===== src/hdl/hdcb_defs.vh =====
// constants for the host decode configuration bits block
`ifndef HDCB_DEFS_VH
`define HDCB_DEFS_VH

`define HDCB_OFS_GAP_CTL      8'h58
`define HDCB_OFS_HOST_CFG     8'h50
`define HDCB_GAP_CTL_RESET    8'h00
`define HDCB_HOST_CFG_RESET   8'h00
`define HDCB_BIT_GAP_ON       7
`define HDCB_BIT_STRAP        2
`define HDCB_BIT_INTWIN_DIS   1
`define HDCB_OTQ_DEEP         4'hC
`define HDCB_OTQ_SHALLOW      4'h1
`define HDCB_OTQ_OWN          4'h8
`define HDCB_GAP_LO           36'h0_00F0_0000
`define HDCB_GAP_HI           36'h0_00FF_FFFF
`define HDCB_WIN0_LO          36'h0_FEC0_0000
`define HDCB_WIN0_HI          36'h0_FEC7_FFFF
`define HDCB_WIN1_LO          36'h0_FEC8_0000
`define HDCB_WIN1_HI          36'h0_FEC8_0FFF
`define HDCB_WIN2_LO          36'h0_FEC8_1000
`define HDCB_WIN2_HI          36'h0_FEC8_1FFF
`define HDCB_RT_NONE          3'h0
`define HDCB_RT_PORT0         3'h1
`define HDCB_RT_PORT1         3'h2
`define HDCB_RT_PORT2         3'h3
`define HDCB_RT_GENERAL       3'h4
`define HDCB_RT_DRAM          3'h5

`endif


===== src/hdl/hdcb_otq_limit.v =====
// outstanding transaction counter that drives block-next-request
`timescale 1ns/100ps
`default_nettype none
module hdcb_otq_limit #(
  parameter W = 4
) (
  input  wire         clk_i,
  input  wire         rst_b_i,
  input  wire         issue_i,
  input  wire         retire_i,
  input  wire [W-1:0] limit_i,
  output reg  [W-1:0] count_o,
  output reg          block_next_request_o
);
  reg [W-1:0] count_d;

  always @*
  begin
    count_d = count_o;
    if (issue_i && !retire_i)
      count_d = count_o + {{(W-1){1'b0}}, 1'b1};
    else if (retire_i && !issue_i && count_o != {W{1'b0}})
      count_d = count_o - {{(W-1){1'b0}}, 1'b1};
  end

  always @(posedge clk_i or negedge rst_b_i)
  begin
    if (!rst_b_i)
    begin
      count_o              <= {W{1'b0}};
      block_next_request_o <= 1'b0;
    end
    else
    begin
      count_o              <= count_d;
      // flag is taken from the next count, so it rises in the same cycle the count reaches the limit
      block_next_request_o <= (count_d >= limit_i); // RULE3
    end
  end
endmodule // hdcb_otq_limit
`default_nettype wire


===== src/hdl/hdcb_top.v =====
// host decode configuration bits: strap capture, window routing, dram gap
// Notes on behaviour
// RULE1: latch address bit 7 at processor reset release
// RULE2: strap one gives queue depth twelve
// RULE3: block next request beyond eight outstanding
// RULE4: strap zero gives queue depth one
// RULE5: never drive address bit 7 during reset
// RULE6: external agent holds bit 7 low for depth one
// RULE7: window disable set uses general decode
// RULE8: lowest interrupt window goes to port zero
// RULE9: next 4 KB window goes to port one
// RULE10: following 4 KB window goes to port two
// RULE11: gap on opens 15 to 16 MB hole
// RULE12: gap off decodes ordinary dram, reset value
// RULE13: host cycles in hole go to port zero
// RULE14: hub cycles in hole are not claimed
// RULE15: dram behind hole is not relocated
// RULE16: reserved gap control bits read zero
`timescale 1ns/100ps
`default_nettype none
`include "hdcb_defs.vh"
module hdcb_top #(
  parameter AW = 36
) (
  input  wire          clk_i,
  input  wire          rst_b_i,
  input  wire          processor_reset_out_i,
  input  wire          host_addr_bit7_strap_pin_i,
  output reg           host_addr_bit7_strap_pin_o,
  output reg           host_addr_bit7_strap_pin_oe_o,
  input  wire [7:0]    reg_addr_i,
  input  wire [7:0]    reg_wdata_i,
  input  wire          reg_wr_i,
  input  wire          reg_rd_i,
  output reg  [7:0]    reg_rdata_o,
  input  wire          host_valid_i,
  input  wire [AW-1:0] host_addr_i,
  input  wire          hub_valid_i,
  input  wire [AW-1:0] hub_addr_i,
  input  wire          txn_issue_i,
  input  wire          txn_retire_i,
  output reg  [2:0]    host_route_o,
  output reg           hub_claim_o,
  output reg  [3:0]    queue_depth_o,
  output wire          block_next_request_o,
  output wire [3:0]    outstanding_o
);
  reg        strap_q;
  reg        cpu_rst_q;
  reg        gap_on_q;
  reg        intwin_dis_q;
  reg  [2:0] route_d;
  reg        claim_d;
  reg  [7:0] rdata_d;
  wire       host_in_gap;
  wire       hub_in_gap;
  wire       in_win0;
  wire       in_win1;
  wire       in_win2;

  // strap sampled on the clocked release edge, never from the async reset
  always @(posedge clk_i or negedge rst_b_i)
  begin
    if (!rst_b_i)
    begin
      cpu_rst_q <= 1'b1;
      strap_q   <= 1'b1;
    end
    else
    begin
      cpu_rst_q <= processor_reset_out_i;
      if (cpu_rst_q && !processor_reset_out_i)
        strap_q <= host_addr_bit7_strap_pin_i; // RULE1 RULE6
    end
  end

  // pin is only ever released; this slice owns no host address drive
  always @(posedge clk_i or negedge rst_b_i)
  begin
    if (!rst_b_i)
    begin
      host_addr_bit7_strap_pin_o    <= 1'b0;
      host_addr_bit7_strap_pin_oe_o <= 1'b0;
    end
    else
    begin
      host_addr_bit7_strap_pin_o    <= 1'b0;
      host_addr_bit7_strap_pin_oe_o <= 1'b0; // RULE5
    end
  end

  always @(posedge clk_i or negedge rst_b_i)
  begin
    if (!rst_b_i)
      queue_depth_o <= `HDCB_OTQ_SHALLOW;
    else if (strap_q)
      queue_depth_o <= `HDCB_OTQ_DEEP; // RULE2
    else
      queue_depth_o <= `HDCB_OTQ_SHALLOW; // RULE4
  end

  // depth one needs no extra stalling: the processor issues one at a time
  hdcb_otq_limit #(
    .W (4)
  ) u_limit (
    .clk_i                (clk_i),
    .rst_b_i              (rst_b_i),
    .issue_i              (txn_issue_i),
    .retire_i             (txn_retire_i),
    .limit_i              (`HDCB_OTQ_OWN),
    .count_o              (outstanding_o),
    .block_next_request_o (block_next_request_o)
  );

  always @(posedge clk_i or negedge rst_b_i)
  begin
    if (!rst_b_i)
    begin
      gap_on_q     <= 1'b0; // RULE12
      intwin_dis_q <= 1'b0;
    end
    else if (reg_wr_i)
    begin
      if (reg_addr_i == `HDCB_OFS_GAP_CTL)
        gap_on_q <= reg_wdata_i[`HDCB_BIT_GAP_ON]; // RULE16
      else if (reg_addr_i == `HDCB_OFS_HOST_CFG)
        intwin_dis_q <= reg_wdata_i[`HDCB_BIT_INTWIN_DIS];
    end
  end

  always @*
  begin
    rdata_d = 8'h00;
    if (reg_addr_i == `HDCB_OFS_GAP_CTL)
      rdata_d[`HDCB_BIT_GAP_ON] = gap_on_q; // RULE16
    else if (reg_addr_i == `HDCB_OFS_HOST_CFG)
    begin
      rdata_d[`HDCB_BIT_STRAP]      = strap_q; // RULE1
      rdata_d[`HDCB_BIT_INTWIN_DIS] = intwin_dis_q;
    end
  end

  always @(posedge clk_i or negedge rst_b_i)
  begin
    if (!rst_b_i)
      reg_rdata_o <= 8'h00;
    else if (reg_rd_i)
      reg_rdata_o <= rdata_d;
    else
      reg_rdata_o <= 8'h00;
  end

  assign host_in_gap = gap_on_q && host_addr_i >= `HDCB_GAP_LO
                       && host_addr_i <= `HDCB_GAP_HI; // RULE11
  assign hub_in_gap  = gap_on_q && hub_addr_i >= `HDCB_GAP_LO
                       && hub_addr_i <= `HDCB_GAP_HI; // RULE11
  assign in_win0 = host_addr_i >= `HDCB_WIN0_LO && host_addr_i <= `HDCB_WIN0_HI;
  assign in_win1 = host_addr_i >= `HDCB_WIN1_LO && host_addr_i <= `HDCB_WIN1_HI;
  assign in_win2 = host_addr_i >= `HDCB_WIN2_LO && host_addr_i <= `HDCB_WIN2_HI;

  always @*
  begin
    route_d = `HDCB_RT_NONE;
    if (host_valid_i)
    begin
      if (host_in_gap)
        route_d = `HDCB_RT_PORT0; // RULE13 RULE15
      else if ((in_win0 || in_win1 || in_win2) && intwin_dis_q)
        route_d = `HDCB_RT_GENERAL; // RULE7
      else if (in_win0)
        route_d = `HDCB_RT_PORT0; // RULE8
      else if (in_win1)
        route_d = `HDCB_RT_PORT1; // RULE9
      else if (in_win2)
        route_d = `HDCB_RT_PORT2; // RULE10
      else
        route_d = `HDCB_RT_DRAM; // RULE12
    end
  end

  always @*
  begin
    claim_d = hub_valid_i && !hub_in_gap; // RULE14
  end

  always @(posedge clk_i or negedge rst_b_i)
  begin
    if (!rst_b_i)
    begin
      host_route_o <= `HDCB_RT_NONE;
      hub_claim_o  <= 1'b0;
    end
    else
    begin
      host_route_o <= route_d;
      hub_claim_o  <= claim_d;
    end
  end
endmodule // hdcb_top
`default_nettype wire


===== config.mk =====
export PLATFORM = sky130hd
export DESIGN_NAME = hdcb_top
export DESIGN_NICKNAME = d
export VERILOG_FILES = /design/src/hdl/hdcb_otq_limit.v /design/src/hdl/hdcb_top.v
export VERILOG_INCLUDE_DIRS = /design/src /design/src/hdl
export SDC_FILE = /design/constraint.sdc
export NUM_CORES = 1
export LEC_CHECK = 0
export BUFFER_PORTS_ARGS = -buffer_cell sky130_fd_sc_hd__buf_2
export CAP_MARGIN = 0
export CORE_UTILIZATION = 37
export CTS_CLUSTER_DIAMETER = 120
export CTS_CLUSTER_SIZE = 16
export DETAILED_ROUTE_END_ITERATION = 8
export GPL_ROUTABILITY_DRIVEN = 0
export PLACE_DENSITY = 0.85
export RECOVER_POWER = 50
export SLEW_MARGIN = 40
export SYNTH_ARGS = -nofsm -noshare
export SYNTH_HDL_FRONTEND = slang
export SYNTH_HIERARCHICAL = 1
export SYNTH_SLANG_ARGS = --single-unit

===== constraint.sdc =====
create_clock -name clk_i -period 3.6 [get_ports clk_i]
set_input_delay 0.36 -clock clk_i [delete_from_list [all_inputs] [get_ports clk_i]]
set_output_delay 0.36 -clock clk_i [all_outputs]
set_load 0.05 [all_outputs]

==> results.yml, run 1 <==
outcome:
  status: "finished, violations left"
  violations: "design-rule violations"
cts:
  cts.clk_slew.worst_paths_ns: 0.10
  cts_tree: "done"
  ctsRootBufferMaster: "clkbuf_4"
  clkSinkCount: 18
  clockBufferDepth: 2
  cts_max_level: 1
  postCtsSetupBuffers: 0
  cts_inserted_buffers: 3
  clkLatencyLatePin_ns: 0.28
critical_path:
  cp_data_arrival_time_ns: 2.41
  startpoint: "u_limit/count_o[0]"
  slowest_stage: "dfrtp_1"
  r2r_slack_ns: 1.37
  crit_type: "reg -> reg"
  rr_startpoint: "u_limit/count_o[0]"
  critPathRequiredTime_ns: 3.78
  startpoint_type: "flop"
  end_kind: "flop"
  crit_path_cell_trace: "inv_1, ha_1, inv_1, o311ai_4, a21oi_1, o21ai_0, ha_1, a21boi_0, o21ai_0, a21oi_1"
  cpPeakStageDelay_ns: 0.45
  cp_max_fo: 6
  worstRegToRegCells: 10
  r2r-end: "u_limit/block_next_request_o"
route:
  dr.pass1.iters: 6
  wl_per_cell_um: 10.8
  drtAntennaViolNets: 0
  drt-initial-drc-count: 41
  wl_mm: 2.59
  routed-via-count: 1154
  avgViaCountPerCell: 4.81
  drc: 3
sta:
  rsz0062_at_grt: "no"
  drv_slew: 0
  setup_tns_ns: 0
  worst_pin_slew_ns: 0.934
  hold_viol: 0
  slew_headroom_pct: 37.7
  fin_skew_ns: 0.00346
  setup_viol: 0
  fmax_mhz: 448
  finalCriticalPeriod_ns: 2.23
  fin_crit_sh_pct: 62.0
floorplanning:
  placementRows: 19
  die_x_um: 57.5
  core_area_mm2: 0.00283
  start_util_pct: 40.3
  io_pins: 121
  die_h_um: 57.5
  design.die.area_mm2: 0.00331
cells_and_area:
  final_cell_mix: "81 x buf_2, 15 x dfrtp_1, 14 x inv_1, 12 x conb_1"
  layout_commonest_cell: "buf_2"
  syn2layout_area_growth_pct: 42.0
  layout-drive-gt1-share_pct: 47.8
  layout.cells.non_filler: 240
  n_antenna_cell: 0
  fin_nets: 314
synth:
  async_reset_ff_share_pct: 100
  yosys.area_share.adder_pct: 6.58
  synth-simple-area-share_pct: 22.8
  synth_compound_area_share_pct: 15.4
  yosysSeqAreaShare_pct: 39.8
  netlist_area_mm2: 0.00114
  yosys_warnings: 6
  synth_top_family_by_area: "simple AND/OR/NAND/NOR gates"
  ys_types: 38
  synth_ff_type: "dfrtp_1"
  syn_inst: 117
  synth_edf_count: 0
  synth-seq-cells: 18
  synth_xor_area_share_pct: 2.30
  syn-mean-instance-area_um2: 9.75
  synthMuxAreaShare_pct: 1.97
place:
  dp.cells: 235
  dp_hpwl_mm: 2.28
  port_buffers: 86
global_route:
  grt_pass1_wl_mm: 4.29
  antenna_found_initial: 0
  grt_start_max_net_pins: 19
  first_global_vias: 1130
  overflow: 0
  grt_usage_pct: 17.0
power_and_ir_drop:
  p_per_area_mw_per_mm2: 501
  ir_drop_mv: 0.163
  p_leak_nw: 0.838
hold_path:
  whs_endpoint: "cpu_rst_q"
  hold_path.class: "in -> reg"
  min_path_cells: 1
  min-delay-start: "processor_reset_out_i"
job:
  maxCapViolCount: 0
-- synthesized netlist by cell type, drive strengths merged (2+ instances only) --
master	number	area [um^2]
dfrtp	15	375
inv	14	52.6
buf	9	67.6
o21ai	9	52.6
nand4	7	43.8
ha	6	75.1
nor2	6	22.5
nor3	5	30.0
or4	5	37.5
a21oi	3	15.0
dfstp	3	78.8
nand2	3	11.3
nand3	3	15.0
a21boi	2	15.0
a31o	2	17.5
and4	2	20.0
conb	2	7.51
mux2	2	22.5
nor4	2	12.5
xnor2	2	17.5
-- critical path, delay by kind of cell, from the launching register on --
family / cells / cell delay, ns
compound gates: 6 / 1.01
fa+ha+maj: 2 / 0.48
buf+inv: 2 / 0.19
flops: 1 / 0.45
-- logic make-up (layout without fill, tap and decap cells) --
kind of cell	after synthesis	count (layout)
AND/OR/NAND/NOR	41	41
other	2	12
XOR/XNOR	3	3
flip-flops	18	18
adder cells (fa/ha/maj)	6	6
AO/OA/AOI/OAI	22	22
multiplexers	2	2
buffers and inverters	23	105
-- sequential cells by signal, summed over array words and instances, names as in the netlist --
signal,cells
intwin_dis_q,1
queue_depth_o,2
host_route_o,3
gap_on_q,1
reg_rdata_o,3
u_limit/block_next_request_o,1
strap_q,1
cpu_rst_q,1
u_limit/count_o,4
hub_claim_o,1
-- power by group --
part           internal (W)  total [W]  switching, W
combinational      0.000140   0.000409      0.000269
clock             0.0000615   0.000120     0.0000581
sequential         0.000241   0.000284     0.0000432
-- routing by layer --
| layer | vias up | global-route usage, % | part of all wire [%] |
|---|---|---|---|
| met5 | - | 0 | 0 |
| met3 | 2 | 2.95 | 7.3 |
| met2 | 54 | 35.7 | 57 |
| met1 | 508 | 15.8 | 35 |
| li1 | 590 | - | - |
| met4 | 0 | 6.27 | 0.46 |
-- stage by stage --
| stage | hold slack (ns) | setup WS [ns] | util, % | total power, W | cell area (um^2) |
|---|---|---|---|---|---|
| 2_1_floorplan | 0.0644 | 1.23 | - | 0.000588 | 1180 |
| 3_3_place_gp | 0.305 | 1.42 | 55.9 | 0.000684 | 1580 |
| 3_5_place_dp | 0.304 | 1.35 | 55.9 | 0.000695 | 1580 |
| 4_1_cts | 0.164 | 1.33 | 57.5 | 0.000822 | 1630 |
| 5_1_grt | 0.153 | 1.17 | 57.3 | 0.000877 | 1620 |
| 6_report | 0.156 | 1.37 | 57.3 | 0.000812 | 1620 |
-- worst max-delay path by stage --
| stage | endpoint | slack, ns | cells after the start |
|---|---|---|---|
| final | u_limit/block_next_request_o | 1.37 | 10 |
| after global routing | u_limit/block_next_request_o | 1.17 | 10 |
| after CTS | u_limit/block_next_request_o | 1.33 | 10 |
| after detailed placement | u_limit/block_next_request_o | 1.35 | 10 |
| after global placement | u_limit/block_next_request_o | 1.42 | 10 |
| after floorplan | u_limit/block_next_request_o | 1.23 | 10 |
-- what timing repair did --
item	4_1_cts	5_1_grt
gates resized for setup	0	0
hold buffers	1	0
endpoints found under the hold margin	15	0
-- area by class of cell --
cell class                      count  area, um^2
Multi-Input combinational cell     86         604
Sequential cell                    18         454
Tap cell                           31        38.8
Fill cell                         260        1210
Clock buffer                        4        36.3
Inverter                           14        52.6
Timing Repair Buffer               87         434
Power figures use the tool's default switching activity.
==> run 2: changes to the inputs <==
--- a/config.mk
+++ b/config.mk
@@ -6,14 +6,15 @@
 export SDC_FILE = /design/constraint.sdc
 export NUM_CORES = 1
 export LEC_CHECK = 0
+export ABC_AREA = 1
 export BUFFER_PORTS_ARGS = -buffer_cell sky130_fd_sc_hd__buf_2
 export CAP_MARGIN = 0
-export CORE_UTILIZATION = 37
+export CORE_UTILIZATION = 38
 export CTS_CLUSTER_DIAMETER = 120
 export CTS_CLUSTER_SIZE = 16
 export DETAILED_ROUTE_END_ITERATION = 8
 export GPL_ROUTABILITY_DRIVEN = 0
-export PLACE_DENSITY = 0.85
+export PLACE_DENSITY = 0.81
 export RECOVER_POWER = 50
 export SLEW_MARGIN = 40
 export SYNTH_ARGS = -nofsm -noshare
==> constraint.sdc (replaced) <==
create_clock -name clk_i -period 2.25 [get_ports clk_i]
set_input_delay 0.225 -clock clk_i [delete_from_list [all_inputs] [get_ports clk_i]]
set_output_delay 0.225 -clock clk_i [all_outputs]
set_load 0.05 [all_outputs]
==> results.yml, run 2 <==
outcome:
  status: "completed"
place:
  port_buffers: 86
  place_ws_ns: 0.402
  post_dp_cell_area_mm2: 0.00184
  dp_hpwl_mm: 2.58
synth:
  syn_inst: 200
  netlist_area_mm2: 0.00138
  synth-seq-cells: 18
  yosysSeqAreaShare_pct: 32.9
  ys_top_cells_by_count: "47 x nand2_1, 32 x inv_1, 21 x nor2_1"
  synth_most_common_cell: "nand2_1"
  synth_edf_count: 0
  syn-mean-instance-area_um2: 6.91
  async_reset_ff_share_pct: 100
  ys_types: 28
  yosys_warnings: 6
  synth_ff_type: "dfrtp_1"
  synth_top_cells_by_area: "dfrtp_1 27%, nand2_1 13%, inv_1 8.7%, nand3_1 5.8%, dfstp_2 5.7%"
  synth.largest_area_cell: "dfrtp_1"
  yosys.area.top_type_share_pct: 27.1
hold_path:
  hold_path.class: "in -> reg"
  min_path_cells: 1
  min-delay-start: "processor_reset_out_i"
  whs_endpoint: "cpu_rst_q"
cts:
  clockBufferDepth: 2
  clkSinkCount: 18
  ctsRootBufferMaster: "clkbuf_4"
  clkLatencyLatePin_ns: 0.29
  cts_max_level: 1
  cts_tree: "done"
  cts.clk_slew.worst_paths_ns: 0.10
  postCtsSetupBuffers: 0
  cts_inserted_buffers: 3
  cts.repair.resized: 0
critical_path:
  startpoint_type: "flop"
  critPathRequiredTime_ns: 2.42
  rr_startpoint: "u_limit/count_o[0]"
  crit_type: "reg -> reg"
  end_kind: "flop"
  worstRegToRegCells: 12
  cp_data_arrival_time_ns: 2.02
  cp_max_fo: 4
  r2r_slack_ns: 0.40
  r2r-end: "u_limit/block_next_request_o"
cells_and_area:
  regMostFlops: "u_limit/count_o"
  largest_reg_flops: 4
  layout_commonest_cell: "buf_2"
  reg_top3: "u_limit/count_o (4), host_route_o (3), reg_rdata_o (3)"
  register_area_um2: 454
  final_area_mm2: 0.00187
  layout-drive-gt1-share_pct: 37.7
  fin_util_pct: 54.9
  syn2layout_area_growth_pct: 35.6
  multi_input_area_um2: 763
  n_antenna_cell: 0
  fillerInstances: 381
  fin_nets: 397
  final_cell_mix: "84 x buf_2, 47 x nand2_1, 32 x inv_1, 21 x nor2_1, 16 x nand3_1"
floorplanning:
  placementRows: 21
  die_h_um: 62.3
  io_pins: 121
  design.die.area_mm2: 0.00388
  core_area_mm2: 0.00342
  start_util_pct: 40.5
  die_x_um: 62.3
sta:
  hold_viol: 0
  setup_viol: 0
  fin_ws_ns: 0.405
  fin_crit_sh_pct: 82.0
  fin_skew_ns: 0.000987
  finalCriticalPeriod_ns: 1.85
  worst_pin_slew_ns: 0.950
  rsz0062_at_grt: "no"
  drv_slew: 0
  fmax_mhz: 542
  setup_tns_ns: 0
  slew_headroom_pct: 36.6
job:
  maxCapViolCount: 0
route:
  wl_per_cell_um: 8.69
  avgViaCountPerCell: 4.39
  drtAntennaViolNets: 0
  wl_mm: 2.94
  dr.pass1.iters: 4
  routed-via-count: 1485
  drt-initial-drc-count: 40
  drc: 0
power_and_ir_drop:
  ir_drop_mv: 0.411
  p_per_area_mw_per_mm2: 684
  power_w: 0.00128
  p_leak_nw: 1.11
global_route:
  overflow: 0
  antenna_found_initial: 0
  grt_usage_pct: 16.7
  grt_pass1_wl_mm: 5.35
  grt_start_max_net_pins: 19
  first_global_vias: 1492
-- run 2: cell types whose count changed in the layout (fill, tap and decap cells not counted), sizes merged, moves of 3 or more --
cell	before	now
nand4	7	4
nand3	3	17
clkbuf	9	6
inv	14	35
nand3b	1	4
buf	81	84
or4	5	0
a21oi	3	7
o21ai	9	1
nor2	6	28
nand2	3	54
-- run 2: area by class of cell --
| type | count | share of cell area, % |
|---|---|---|
| timing repair buffer | 87 | 23.4 |
| sequential | 18 | 24.2 |
| multi-input combinational | 147 | 40.7 |
| clock buffer | 4 | 1.40 |
| tap | 46 | 3.07 |
| inverter | 36 | 7.21 |
-- run 2: metal layers --
layer  GRT usage, %  share of wire (%)
met1           17.4                 40
met2           33.0                 50
met3           3.86                7.7
met4           4.65                1.6
met5              0                  0
-- run 2: cells by family (layout without fill, tap and decap cells) --
logic type | count (synthesis) | after routing | synth area share (%)
AO/OA/AOI/OAI | 10 | 10 | 4.34
XOR/XNOR | 2 | 2 | 1.27
adder cells (fa/ha/maj) | 6 | 6 | 5.43
buffers and inverters | 45 | 127 | 14.7
flip-flops | 18 | 18 | 32.9
other | 2 | 12 | 0.543
AND/OR/NAND/NOR | 117 | 117 | 40.9
-- run 2: worst max path at each step --
stage | from | end | slack (ns) | cells past startpoint
6_report | u_limit/count_o[0] | u_limit/block_next_request_o | 0.40 | 12
3_3_place_gp | u_limit/count_o[0] | u_limit/block_next_request_o | 0.42 | 12
3_5_place_dp | u_limit/count_o[0] | u_limit/block_next_request_o | 0.40 | 13
2_1_floorplan | u_limit/count_o[0] | u_limit/block_next_request_o | 0.16 | 12
5_1_grt | u_limit/count_o[0] | u_limit/block_next_request_o | 0.18 | 13
4_1_cts | u_limit/count_o[0] | u_limit/block_next_request_o | 0.38 | 13
-- run 2: per-stage QoR --
step	hold slack (ns)	instances
after floorplan	-0.0706	210
after global placement	0.168	333
after detailed placement	0.175	333
after CTS	0.0330	338
after global routing	0.0139	338
final	0.0218	338
-- run 2: repair_timing --
| action | 4_1_cts | 5_1_grt |
|---|---|---|
| hold buffers | 1 | 0 |
| endpoints found under the hold margin | 15 | 0 |
| setup endpoints to repair | 0 | 0 |
-- run 2: worst max-delay path, cell delays in order (launching register included) --
cell      delay, ns
dfrtp_1        0.41
inv_1          0.11
ha_1           0.30
inv_1          0.07
nand3_1        0.07
nand3_1        0.08
nand2_1        0.05
inv_1          0.07
ha_1           0.23
inv_1          0.06
nor2_1         0.04
o211ai_1       0.14
nand3_1        0.09
-- run 2: where the power goes --
part	internal, W	switching [W]
clock network	0.0000689	0.0000943
logic	0.000215	0.000464
registers	0.000384	0.0000562
